`config.mk`:
```
export PLATFORM = sky130hd
export DESIGN_NAME = sbg_status_bit_gen
export DESIGN_NICKNAME = d
export VERILOG_FILES = /design/src/sbg_pkg.sv /design/src/sbg_status_bit_gen.sv
export SDC_FILE = /design/constraint.sdc
export NUM_CORES = 1
export LEC_CHECK = 0
export BUFFER_PORTS_ARGS = -buffer_cell sky130_fd_sc_hd__clkbuf_2
export CAP_MARGIN = 20
export CORE_ASPECT_RATIO = 0.5
export CORE_MARGIN = 2
export CORE_UTILIZATION = 46
export CTS_BUF_LIST = sky130_fd_sc_hd__clkbuf_16
export DETAILED_ROUTE_END_ITERATION = 10
export GPL_ROUTABILITY_DRIVEN = 0
export HOLD_SLACK_MARGIN = 0.15
export PLACE_DENSITY = 0.68
export SKIP_LAST_GASP = 1
export SYNTH_ARGS = -nofsm -noshare
export SYNTH_HDL_FRONTEND = slang
export SYNTH_SLANG_ARGS = --single-unit
```
`constraint.sdc`:
```
create_clock -name clk_i -period 5.1 [get_ports clk_i]
set_input_delay 0.765 -clock clk_i [delete_from_list [all_inputs] [get_ports clk_i]]
set_output_delay 0.765 -clock clk_i [all_outputs]
set_load 0.005 [all_outputs]
```
`src/sbg_pkg.sv`:
```
// Constants for the transmit validity, user, status and parity bit generator
package sbg_pkg;

   // Register addresses on the control port
   localparam logic [6:0] ADDR_TX_CONTROL        = 7'h1E;
   localparam logic [6:0] ADDR_STATUS_CONTROL    = 7'h1F;
   localparam logic [6:0] ADDR_STATUS_CATEGORY   = 7'h20;
   localparam logic [6:0] ADDR_STATUS_SOURCE_CH  = 7'h21;
   localparam logic [6:0] ADDR_STATUS_RATE_ACC   = 7'h22;
   localparam logic [6:0] ADDR_STATUS_WORD_LEN   = 7'h23;

   // Reset values
   localparam logic [7:0] RST_TX_CONTROL         = 8'h00;
   localparam logic [7:0] RST_STATUS_CONTROL     = 8'h00;
   localparam logic [7:0] RST_STATUS_CATEGORY    = 8'h00;
   localparam logic [7:0] RST_STATUS_SOURCE_CH   = 8'h00;
   localparam logic [7:0] RST_STATUS_RATE_ACC    = 8'h31;
   localparam logic [7:0] RST_STATUS_WORD_LEN    = 8'h0B;
   localparam logic [7:0] RD_UNMAPPED            = 8'h00;

   // Transmit control register layout
   localparam logic [7:0] TX_CONTROL_MASK        = 8'h7F;
   localparam int         SRC_LSB                = 0;
   localparam int         OVERWRITE_BIT          = 2;
   localparam int         THROUGH_BIT            = 3;
   localparam int         VAL_OVR_BIT            = 4;
   localparam int         VAL_SUB0_BIT           = 5;
   localparam int         VAL_SUB1_BIT           = 6;

   // Source select codes
   localparam logic [1:0] SRC_RECEIVER           = 2'h0;
   localparam logic [1:0] SRC_CONVERTER          = 2'h1;
   localparam logic [1:0] SRC_SECONDARY_AIF      = 2'h2;
   localparam logic [1:0] SRC_PRIMARY_AIF        = 2'h3;

   // Source-number and channel-number field positions inside the source/channel register
   localparam int         CHNUM_SUB1_LSB         = 4;
   localparam int         CHNUM_SUB2_LSB         = 6;
   localparam int         SOURCE_NUMBER_FIELD_LSB             = 0;

   // Field positions inside the rate/accuracy and word-length registers
   localparam int         RATE_LSB               = 0;
   localparam int         ACCURACY_LSB           = 4;
   localparam int         MAX_LEN_BIT            = 0;
   localparam int         WORD_LEN_LSB           = 1;
   localparam int         ORIG_RATE_LSB          = 4;

   // Block geometry
   localparam int         STATUS_BITS_USED       = 40;
   localparam logic [7:0] BLOCK_LAST_FRAME       = 8'hBF;
   localparam logic [7:0] FRAME_FIRST            = 8'h00;
   localparam logic [7:0] FRAME_STEP             = 8'h01;
   localparam logic [1:0] CHNUM_UNUSED           = 2'h0;
   localparam logic [1:0] STATUS_ZERO_PAIR       = 2'h0;

endpackage

```
`src/sbg_status_bit_gen.sv`:
```
// Validity, user, channel-status and parity bit generator for the frame serializer
// Notes on behaviour
// RULE1 - Validity is zero unless an exception applies
// RULE2 - Receiver source: send recovered validity bit
// RULE3 - Override: per-sub-frame validity from register bits
// RULE4 - User bit zero except receiver source
// RULE5 - Receiver source: send recovered user bit
// RULE6 - One status bit per sub-frame, 192-frame blocks
// RULE7 - Only first 40 status bits are used
// RULE8 - Both channels share status except channel numbers
// RULE9 - Receiver status resent unless overwrite enabled
// RULE10 - Parity bit gives even parity
// RULE11 - Register bits 2:0 drive status bits 2:0
// RULE12 - Emphasis code drives status bits 5:3
// RULE13 - Status mode field drives status bits 7:6
// RULE14 - Category field drives bits 15:8, resets 00h
// RULE15 - Source number drives bits 19:16 unchanged
// RULE16 - Per-sub-frame channel numbers drive bits 23:20
// RULE17 - Sample-rate code drives 27:24, resets 0001
// RULE18 - Clock accuracy drives 29:28, resets 11
// RULE19 - Two-bit transmit source select register field
// RULE20 - Parity covers sub-frame except the preamble
// RULE21 - Overwrite bit 2 picks register status
// RULE22 - Undefined status bits are sent as zero
// RULE23 - Word length, max flag, original rate bits 39:32
`timescale 1ns/1ps

module sbg_status_bit_gen (
   // Clock and reset
   input  wire logic        clk_i,
   input  wire logic        resetn_i,
   // Register port
   input  wire logic        reg_wr_i,
   input  wire logic        reg_rd_i,
   input  wire logic [6:0]  reg_addr_i,
   input  wire logic [7:0]  reg_wdata_i,
   output logic      [7:0]  reg_rdata_o,
   output logic             reg_rvalid_o,
   // Sub-frame request from the serializer
   input  wire logic        sf_req_i,
   input  wire logic        sf_index_i,
   input  wire logic        block_start_i,
   input  wire logic [23:0] sf_audio_i,
   // Bits recovered by the receiver for this sub-frame
   input  wire logic        rx_validity_i,
   input  wire logic        rx_user_i,
   input  wire logic        rx_status_i,
   // Bits handed to the serializer
   output logic             vucp_valid_o,
   output logic             validity_o,
   output logic             user_o,
   output logic             status_o,
   output logic             parity_o,
   output logic      [7:0]  frame_index_o,
   // Static controls for the surrounding transmitter
   output logic      [1:0]  tx_source_select_o,
   output logic             through_mode_o
);

   // Register state
   logic [7:0] tx_control_q,  tx_control_d;
   logic [7:0] st_control_q,  st_control_d;
   logic [7:0] st_category_q, st_category_d;
   logic [7:0] st_src_ch_q,   st_src_ch_d;
   logic [7:0] st_rate_q,     st_rate_d;
   logic [7:0] st_wlen_q,     st_wlen_d;
   logic [7:0] rdata_q,       rdata_d;
   logic       rvalid_q,      rvalid_d;

   // Sub-frame state
   logic [7:0] frame_q,       frame_d;
   logic [7:0] frame_out_q,   frame_out_d;
   logic       vucp_valid_q,  vucp_valid_d;
   logic       validity_q,    validity_d;
   logic       user_q,        user_d;
   logic       status_q,      status_d;
   logic       parity_q,      parity_d;

   // Decoded controls
   logic [1:0] tx_source_select;
   logic       status_overwrite_enable;
   logic       validity_override_enable;
   logic       validity_value_sub0;
   logic       validity_value_sub1;
   logic       from_receiver;
   logic [1:0] channel_number_sub1;
   logic [1:0] channel_number_sub2;
   logic [3:0] sample_rate_code;
   logic [1:0] clock_accuracy_field;
   logic       max_length_flag;
   logic [2:0] word_length_code;
   logic [3:0] original_rate_code;

   // Per-sub-frame status words and selection
   logic [sbg_pkg::STATUS_BITS_USED-1:0] status_common;
   logic [sbg_pkg::STATUS_BITS_USED-1:0] status_word;
   logic [7:0] cur_frame;
   logic       reg_status_bit;

   // Field decode from the transmit control and status registers
   assign tx_source_select         = tx_control_q[sbg_pkg::SRC_LSB +: 2];        // RULE19
   assign status_overwrite_enable  = tx_control_q[sbg_pkg::OVERWRITE_BIT];       // RULE21
   assign validity_override_enable = tx_control_q[sbg_pkg::VAL_OVR_BIT];
   assign validity_value_sub0      = tx_control_q[sbg_pkg::VAL_SUB0_BIT];
   assign validity_value_sub1      = tx_control_q[sbg_pkg::VAL_SUB1_BIT];
   assign from_receiver            = (tx_source_select == sbg_pkg::SRC_RECEIVER);
   assign channel_number_sub1      = st_src_ch_q[sbg_pkg::CHNUM_SUB1_LSB +: 2];
   assign channel_number_sub2      = st_src_ch_q[sbg_pkg::CHNUM_SUB2_LSB +: 2];
   assign sample_rate_code         = st_rate_q[sbg_pkg::RATE_LSB +: 4];
   assign clock_accuracy_field     = st_rate_q[sbg_pkg::ACCURACY_LSB +: 2];
   assign max_length_flag          = st_wlen_q[sbg_pkg::MAX_LEN_BIT];
   assign word_length_code         = st_wlen_q[sbg_pkg::WORD_LEN_LSB +: 3];
   assign original_rate_code       = st_wlen_q[sbg_pkg::ORIG_RATE_LSB +: 4];

   // Register writes and readback; readback is registered to keep data off gates
   always_comb
   begin
      tx_control_d  = tx_control_q;
      st_control_d  = st_control_q;
      st_category_d = st_category_q;
      st_src_ch_d   = st_src_ch_q;
      st_rate_d     = st_rate_q;
      st_wlen_d     = st_wlen_q;
      rdata_d       = rdata_q;
      rvalid_d      = reg_rd_i;
      if (reg_wr_i)
      begin
         case (reg_addr_i)
            sbg_pkg::ADDR_TX_CONTROL:       tx_control_d  = reg_wdata_i & sbg_pkg::TX_CONTROL_MASK;
            sbg_pkg::ADDR_STATUS_CONTROL:   st_control_d  = reg_wdata_i;   // RULE11
            sbg_pkg::ADDR_STATUS_CATEGORY:  st_category_d = reg_wdata_i;   // RULE14
            sbg_pkg::ADDR_STATUS_SOURCE_CH: st_src_ch_d   = reg_wdata_i;   // RULE15
            sbg_pkg::ADDR_STATUS_RATE_ACC:  st_rate_d     = reg_wdata_i;   // RULE17
            sbg_pkg::ADDR_STATUS_WORD_LEN:  st_wlen_d     = reg_wdata_i;   // RULE23
            default:                        tx_control_d  = tx_control_q;
         endcase
      end
      if (reg_rd_i)
      begin
         case (reg_addr_i)
            sbg_pkg::ADDR_TX_CONTROL:       rdata_d = tx_control_q;
            sbg_pkg::ADDR_STATUS_CONTROL:   rdata_d = st_control_q;
            sbg_pkg::ADDR_STATUS_CATEGORY:  rdata_d = st_category_q;
            sbg_pkg::ADDR_STATUS_SOURCE_CH: rdata_d = st_src_ch_q;
            sbg_pkg::ADDR_STATUS_RATE_ACC:  rdata_d = st_rate_q;
            sbg_pkg::ADDR_STATUS_WORD_LEN:  rdata_d = st_wlen_q;
            default:                        rdata_d = sbg_pkg::RD_UNMAPPED;
         endcase
      end
   end

   // Register state flops
   always_ff @(posedge clk_i)
   begin
      if (!resetn_i)
      begin
         tx_control_q  <= sbg_pkg::RST_TX_CONTROL;
         st_control_q  <= sbg_pkg::RST_STATUS_CONTROL;
         st_category_q <= sbg_pkg::RST_STATUS_CATEGORY;   // RULE14
         st_src_ch_q   <= sbg_pkg::RST_STATUS_SOURCE_CH;
         st_rate_q     <= sbg_pkg::RST_STATUS_RATE_ACC;   // RULE17
         st_wlen_q     <= sbg_pkg::RST_STATUS_WORD_LEN;
         rdata_q       <= sbg_pkg::RD_UNMAPPED;
         rvalid_q      <= 1'b0;
      end
      else
      begin
         tx_control_q  <= tx_control_d;
         st_control_q  <= st_control_d;
         st_category_q <= st_category_d;
         st_src_ch_q   <= st_src_ch_d;
         st_rate_q     <= st_rate_d;
         st_wlen_q     <= st_wlen_d;
         rdata_q       <= rdata_d;
         rvalid_q      <= rvalid_d;
      end
   end

   // Consumer status word shared by both channels, channel numbers left empty
   always_comb
   begin
      status_common        = '0;                                  // RULE22
      status_common[7:0]   = st_control_q;                        // RULE11 RULE12 RULE13
      status_common[15:8]  = st_category_q;                       // RULE14
      status_common[19:16] = st_src_ch_q[sbg_pkg::SOURCE_NUMBER_FIELD_LSB +: 4];   // RULE15
      status_common[27:24] = sample_rate_code;                    // RULE17
      status_common[29:28] = clock_accuracy_field;                // RULE18
      status_common[32]    = max_length_flag;                     // RULE23
      status_common[35:33] = word_length_code;                    // RULE23
      status_common[39:36] = original_rate_code;                  // RULE23
   end

   // Each sub-frame carries only its own channel number field
   always_comb
   begin
      status_word = status_common;                                // RULE8
      if (!sf_index_i)
      begin
         status_word[21:20] = channel_number_sub1;                // RULE16
         status_word[23:22] = sbg_pkg::STATUS_ZERO_PAIR;
      end
      else
      begin
         status_word[21:20] = sbg_pkg::STATUS_ZERO_PAIR;
         status_word[23:22] = channel_number_sub2;                // RULE16
      end
   end

   // Frame position within the block; block start forces frame zero
   assign cur_frame = block_start_i ? sbg_pkg::FRAME_FIRST : frame_q;   // RULE6

   // Status bit for this frame, zero past the consumer part of the block
   always_comb
   begin
      reg_status_bit = 1'b0;                                      // RULE22
      if (cur_frame < 8'(sbg_pkg::STATUS_BITS_USED))
      begin
         reg_status_bit = status_word[cur_frame[5:0]];            // RULE7
      end
   end

   // Sub-frame bit generation and frame counting
   always_comb
   begin
      frame_d      = frame_q;
      frame_out_d  = frame_out_q;
      vucp_valid_d = 1'b0;
      validity_d   = validity_q;
      user_d       = user_q;
      status_d     = status_q;
      parity_d     = parity_q;
      if (sf_req_i)
      begin
         vucp_valid_d = 1'b1;
         frame_out_d  = cur_frame;
         // Validity: override wins, then receiver, else valid
         if (validity_override_enable)
         begin
            validity_d = sf_index_i ? validity_value_sub1 : validity_value_sub0;   // RULE3
         end
         else if (from_receiver)
         begin
            validity_d = rx_validity_i;                           // RULE2
         end
         else
         begin
            validity_d = 1'b0;                                    // RULE1
         end
         // No user-data generator exists, only pass-through
         user_d = from_receiver ? rx_user_i : 1'b0;               // RULE4 RULE5
         // Overwrite only matters while the receiver is the source
         status_d = (from_receiver && !status_overwrite_enable) ? rx_status_i
                                                                : reg_status_bit;   // RULE9
         // Even parity over aux, audio, V, U and C; preamble excluded
         parity_d = ^{sf_audio_i, validity_d, user_d, status_d};  // RULE10 RULE20
         // Advance the block after the second sub-frame
         if (sf_index_i)
         begin
            frame_d = (cur_frame == sbg_pkg::BLOCK_LAST_FRAME) ? sbg_pkg::FRAME_FIRST
                                                               : cur_frame + sbg_pkg::FRAME_STEP;   // RULE6
         end
         else
         begin
            frame_d = cur_frame;
         end
      end
   end

   // Sub-frame state flops
   always_ff @(posedge clk_i)
   begin
      if (!resetn_i)
      begin
         frame_q      <= sbg_pkg::FRAME_FIRST;
         frame_out_q  <= sbg_pkg::FRAME_FIRST;
         vucp_valid_q <= 1'b0;
         validity_q   <= 1'b0;
         user_q       <= 1'b0;
         status_q     <= 1'b0;
         parity_q     <= 1'b0;
      end
      else
      begin
         frame_q      <= frame_d;
         frame_out_q  <= frame_out_d;
         vucp_valid_q <= vucp_valid_d;
         validity_q   <= validity_d;
         user_q       <= user_d;
         status_q     <= status_d;
         parity_q     <= parity_d;
      end
   end

   // Outputs, all from flops
   assign reg_rdata_o        = rdata_q;
   assign reg_rvalid_o       = rvalid_q;
   assign vucp_valid_o       = vucp_valid_q;
   assign validity_o         = validity_q;
   assign user_o             = user_q;
   assign status_o           = status_q;
   assign parity_o           = parity_q;
   assign frame_index_o      = frame_out_q;
   assign tx_source_select_o = tx_source_select;
   assign through_mode_o     = tx_control_q[sbg_pkg::THROUGH_BIT];

endmodule

```
==> results of run 1 <==
-- power groups by stage --
| stage | Clock [µW] | Combinational (µW) | Sequential [µW] |
|---|---|---|---|
| finish | 782 | 169 | 621 |
| global route | 818 | 183 | 623 |
| CTS | 789 | 168 | 621 |
| detailed placement | 0 | 167 | 634 |
| global placement | 0 | 166 | 634 |
| floorplan | 0 | 106 | 631 |
-- worst max-delay path, stage by stage, from the launching register on --
cell and delay [ps]:
dfxtp_1 870, nand2b_1 430, mux2_4 390, or3_1 320, a311oi_2 230, nor4_1 100, or4b_1 540, nand3_1 90
-- stage by stage --
step	hold WS, ps	setup slack, ps	cells	utilization	instance area [µm²]
finish	458	2080	635	0.555	4800
global route	480	1850	635	0.555	4800
CTS	457	2090	635	0.555	4800
detailed placement	449	1880	619	0.513	4440
global placement	443	1940	619	0.513	4440
floorplan	435	2510	461	-	4060
-- layer usage --
layer	GRT usage	up-vias	part of all wire
met2	0.344	131	0.43
met4	0.0722	0	0.014
met3	0.0668	19	0.081
met5	0	-	0
met1	0.348	1691	0.48
li1	-	1755	-
-- path summary, 6_finish.rpt --
kind | from | end
max | frame_q[0] | parity_o
min | st_rate_q[7] | st_rate_q[7]
min reg2reg | st_rate_q[7] | st_rate_q[7]
max reg2reg | frame_q[0] | parity_o
-- logic make-up after synthesis --
| family | share of synthesized area |
|---|---|
| AOI/OAI and AO/OA | 0.174 |
| xor gates and xnor gates | 0.0540 |
| buffers and inverters | 0.0441 |
| DFF | 0.380 |
| and+or+nand+nor | 0.219 |
| muxes | 0.129 |
-- flip-flops by register name, indices dropped and copies added, names as in the netlist --
name           cells
frame_index_o      8
frame_q            8
parity_o           1
reg_rdata_o        8
reg_rvalid_o       1
st_category_q      8
st_control_q       8
st_rate_q          8
st_src_ch_q        8
st_wlen_q          8
status_o           1
tx_control_q       7
user_o             1
validity_o         1
vucp_valid_o       1
-- Yosys cell counts, types with 2 or more instances --
cell,number
a32oi_1,2
nor4_1,3
dfxtp_1,77
nor4bb_1,2
mux2i_1,45
a21boi_0,2
nor2_1,10
and2_1,7
a221oi_1,9
nand3b_1,3
inv_1,6
nand2b_1,5
xnor2_1,23
a2111oi_0,3
buf_4,2
o21ai_0,29
nand3_1,33
nor3_1,7
and3_1,3
mux4_2,2
a21oi_1,12
a31oi_1,3
a21boi_1,23
nor3b_1,4
nor2b_1,35
buf_2,5
nand2_1,40
buf_1,3
o21ai_1,2
xor2_1,2
a22oi_1,9
and3b_1,3
or4_1,2
clkbuf_1,24
-- final cells by class --
type                       instances  area (µm²)  share of cell area
inverter                           7        26.3             0.00547
multi-input combinational        342        2330               0.486
tap                              117         146              0.0305
sequential                        77        1540               0.321
clock buffer                       9         225              0.0469
clock inverter                     7         138              0.0287
timing repair buffer              76         388              0.0808
==> flow_summary.ini, run 1 <==
[die]
die-area_um2 = 9630
die_h_um = 70.4
row_count = 24
coreArea_um2 = 8650
die_w_um = 137
ios = 74
start_util = 0.469

[cts]
htreeDepth = 3
cts_sinks = 77
cts.clk_slew.worst_paths_ps = 60
hold_buffers = 0
clk_latency_ps = 350
cts_tree = done
cts_resized = 0
clockBufferDepth = 2
post_cts_buffers = 0
cts_root_buf = clkbuf_16
numCtsBuffers = 9

[timing]
finalHoldViolCount = 0
clock.fmax_mhz = 331
rsz0062_at_grt = no
fin_skew_ps = 3.90
fin_crit_ps = 3020
drv_slew = 0
finalSetupViolCount = 0
fin_crit_sh = 0.593
tightest_slew_ps = 945
maxSlewHeadroom = 0.367
tns_ps = 0

[worst_hold_path]
holdPathStages = 2
hold_class = register to register

[power_and_ir_drop]
switching_share = 0.228
p_switching_uw = 359
vdd_drop_max_mv = 0.169
total_power_uw = 1570
p_seq_frac = 0.395
p_int_uw = 1210
power_density_nw_per_um2 = 328
cellLeakagePower_uw = 0.00190
combPwrFrac = 0.108
p_clk_frac = 0.497

[routing]
drt_iter0_markers = 457
ant_nets = 0
wl_per_cell_um = 17.1
num_vias = 3596
wl_mm = 10.9
drc = 0
first_pass_iters = 5
vias_per_cell = 5.66

[synthesis]
synth_area_leaders = dfxtp_1, mux2i_1, nor2b_1
postSynthAreaPerCell_um2 = 8.80
ys.flop_type = dfxtp_1
synth_area_um2 = 4060
synthArstFlopShare = 0
synth-edff-count = 0
syn_inst = 461
synth_seq_area_share = 0.380
syn_nets = 510
synth_seq_cells = 77
yosys_warnings = 0
synth.distinct_cells = 55
netlist.area_leader.share = 0.380
synth_area_leader_cell = dfxtp_1

[flow_run]
drv_cap = 0

[final_layout]
diodes = 0
syn2layout_area_growth_pct = 18.4
nets = 562
n_fill_cell = 813
final_cell_mix = dfxtp_1, clkbuf_2, mux2i_1
final_common_cell = dfxtp_1
drive_gt1_frac = 0.189

[critical_path]
rr_worst_depth = 7
r2r_setup_slack_ps = 2080
crit_path_end_kind = register
criticalPathCategory = register to register
worstPathRequired_ps = 5390
cp_max_fo = 20
crit_path_start_kind = register
critPathArrivalTime_ps = 3310

[grt]
grt_overflow_total = 0
grt_pass1_vias = 3224
grt_pass1_wl_mm = 17.5
antenna_found_initial = 0
grtUsageTotal = 0.240
grt_max_degree = 78

[place]
dp_hpwl_mm = 7.48
numPortBuffers = 73

[outcome]
outcome = complete, no violations
No activity file was read; power rests on OpenSTA's default activity.
==> run 2: changes to the inputs <==
--- a/config.mk
+++ b/config.mk
@@ -14,7 +14,7 @@
 export DETAILED_ROUTE_END_ITERATION = 10
 export GPL_ROUTABILITY_DRIVEN = 0
 export HOLD_SLACK_MARGIN = 0.15
-export PLACE_DENSITY = 0.68
+export PLACE_DENSITY = 0.71
 export SKIP_LAST_GASP = 1
 export SYNTH_ARGS = -nofsm -noshare
 export SYNTH_HDL_FRONTEND = slang
==> constraint.sdc (replaced) <==
create_clock -name clk_i -period 2.7 [get_ports clk_i]
set_input_delay 0.405 -clock clk_i [delete_from_list [all_inputs] [get_ports clk_i]]
set_output_delay 0.405 -clock clk_i [all_outputs]
set_load 0.005 [all_outputs]
==> flow_summary.ini, run 2 (synthesis results as in run 1) <==
[outcome]
outcome = complete, no violations

[final_layout]
syn2layout_area_growth_pct = 21.3
final_common_cell = dfxtp_1
design_area_um2 = 4920
diodes = 0
nets = 579
drive_gt1_frac = 0.215
multi_input_area_um2 = 2330
stdcell_count = 652
final_core_util = 0.569
n_fill_cell = 805
seqCellArea_um2 = 1540
final_cell_mix = dfxtp_1, clkbuf_2, mux2i_1

[die]
coreArea_um2 = 8650
ios = 74
row_count = 24
die_h_um = 70.4
start_util = 0.469
die_w_um = 137
die-area_um2 = 9630

[grt]
grt_pass1_vias = 3436
grtUsageTotal = 0.249
antenna_found_initial = 0
grt_pass1_wl_mm = 18.2
grt_max_degree = 32
grt_overflow_total = 0

[critical_path]
crit_path_end_kind = register
path_buf_inv = 0
crit_path_start_kind = register
critPathArrivalTime_ps = 2660
cpPeakStageDelay_ps = 540
cp_max_fo = 6
critical-path-top-delay-family = simple AND/OR/NAND/NOR gates
worstPathCellList = nand2b_1 -> mux2_4 -> or3_1 -> a311oi_2 -> nor4_1 -> or4b_1 -> nand3_1
cp_slowest_cell = or4b_1
criticalPathCategory = register to register
worstPathRequired_ps = 2980

[routing]
first_pass_iters = 5
wl_mm = 11.4
drc = 0
ant_nets = 0
wl_per_cell_um = 17.4
drt_iter0_markers = 312
num_vias = 3753
vias_per_cell = 5.76

[cts]
cts_sinks = 77
hold_buffers = 0
htreeDepth = 3
cts_resized = 0
post_cts_buffers = 0
numCtsBuffers = 9
clk_latency_ps = 340
clockBufferDepth = 2
cts_tree = done
cts.clk_slew.worst_paths_ps = 60
cts_root_buf = clkbuf_16

[power_and_ir_drop]
power_density_nw_per_um2 = 583
vdd_drop_max_mv = 0.290
p_int_uw = 2210
combPwrFrac = 0.113
p_clk_frac = 0.479
switching_share = 0.230
p_switching_uw = 659
cellLeakagePower_uw = 0.00198
p_seq_frac = 0.408

[timing]
drv_slew = 0
fin_crit_ps = 2380
rsz0062_at_grt = no
fin_skew_ps = 7.49
clock.fmax_mhz = 420
fin_crit_sh = 0.883
maxSlewHeadroom = 0.590
finalSetupViolCount = 0
finalHoldViolCount = 0
tns_ps = 0
tightest_slew_ps = 615

[place]
place_inst = 636
dp_hpwl_mm = 8.36
numPortBuffers = 73
dpl_cell_area_um2 = 4580

[flow_run]
drv_cap = 0

[worst_hold_path]
hold_class = primary input to register
## run 2: changes by cell type in the layout (fill, tap and decap cells not counted)
cell | before | now
clkinv_4 | 0 | 1
bufinv_16 | 4 | 3
clkinv_2 | 2 | 1
dfxtp_1 | 77 | 76
dfxtp_2 | 0 | 1
inv_1 | 6 | 7
buf_12 | 0 | 1
buf_4 | 3 | 19
## run 2: worst register-to-register path: stages (launching register included)
cell and delay, ps:
dfxtp_1 470, nand2b_1 230, mux2_4 340, or3_1 320
a311oi_2 240, nor4_1 100, or4b_1 540, nand3_1 90
## run 2: final cells by class
type,count,share of cell area
Multi-Input combinational cell,342,0.475
Timing Repair Buffer,93,0.107
Inverter,7,0.00534
Sequential cell,77,0.314
Clock inverter,7,0.0234
Clock buffer,9,0.0458
Tap cell,117,0.0298
## run 2: metrics by stage
stage                     power (µW)  hold slack (ps)  worst slack (ps)
after global routing            2970              372               108
final                           2870              360               316
after CTS                       2890              348               169
after detailed placement        1520              452              51.7
after global placement          1510              446              61.4
after floorplan                 1390              435               466
## run 2: routing by layer
layer  share of wire  vias to the layer above  GRT usage  wire length [µm]
li1                -                     1797          -                 -
met1            0.48                     1793      0.367              5500
met2            0.42                      151      0.354              4810
met3           0.082                       12     0.0763               929
met4           0.012                        0     0.0550               140
met5               0                        -          0                 0
## run 2: power groups by stage
stage / Clock [µW] / Combinational (µW) / Sequential [µW]
detailed placement: 0 / 323 / 1190
global route: 1450 / 350 / 1170
floorplan: 0 / 200 / 1190
CTS: 1400 / 324 / 1170
global placement: 0 / 319 / 1190
finish: 1370 / 323 / 1170
## run 2: worst paths after layout
kind | from | to | slack (ps) | depth (start not counted)
min reg2reg | st_rate_q[7] | st_rate_q[7] | 460 | 2
max reg2reg | frame_q[0] | parity_o | 320 | 7
min | rx_user_i | user_o | 360 | 3
max | frame_q[0] | parity_o | 320 | 7
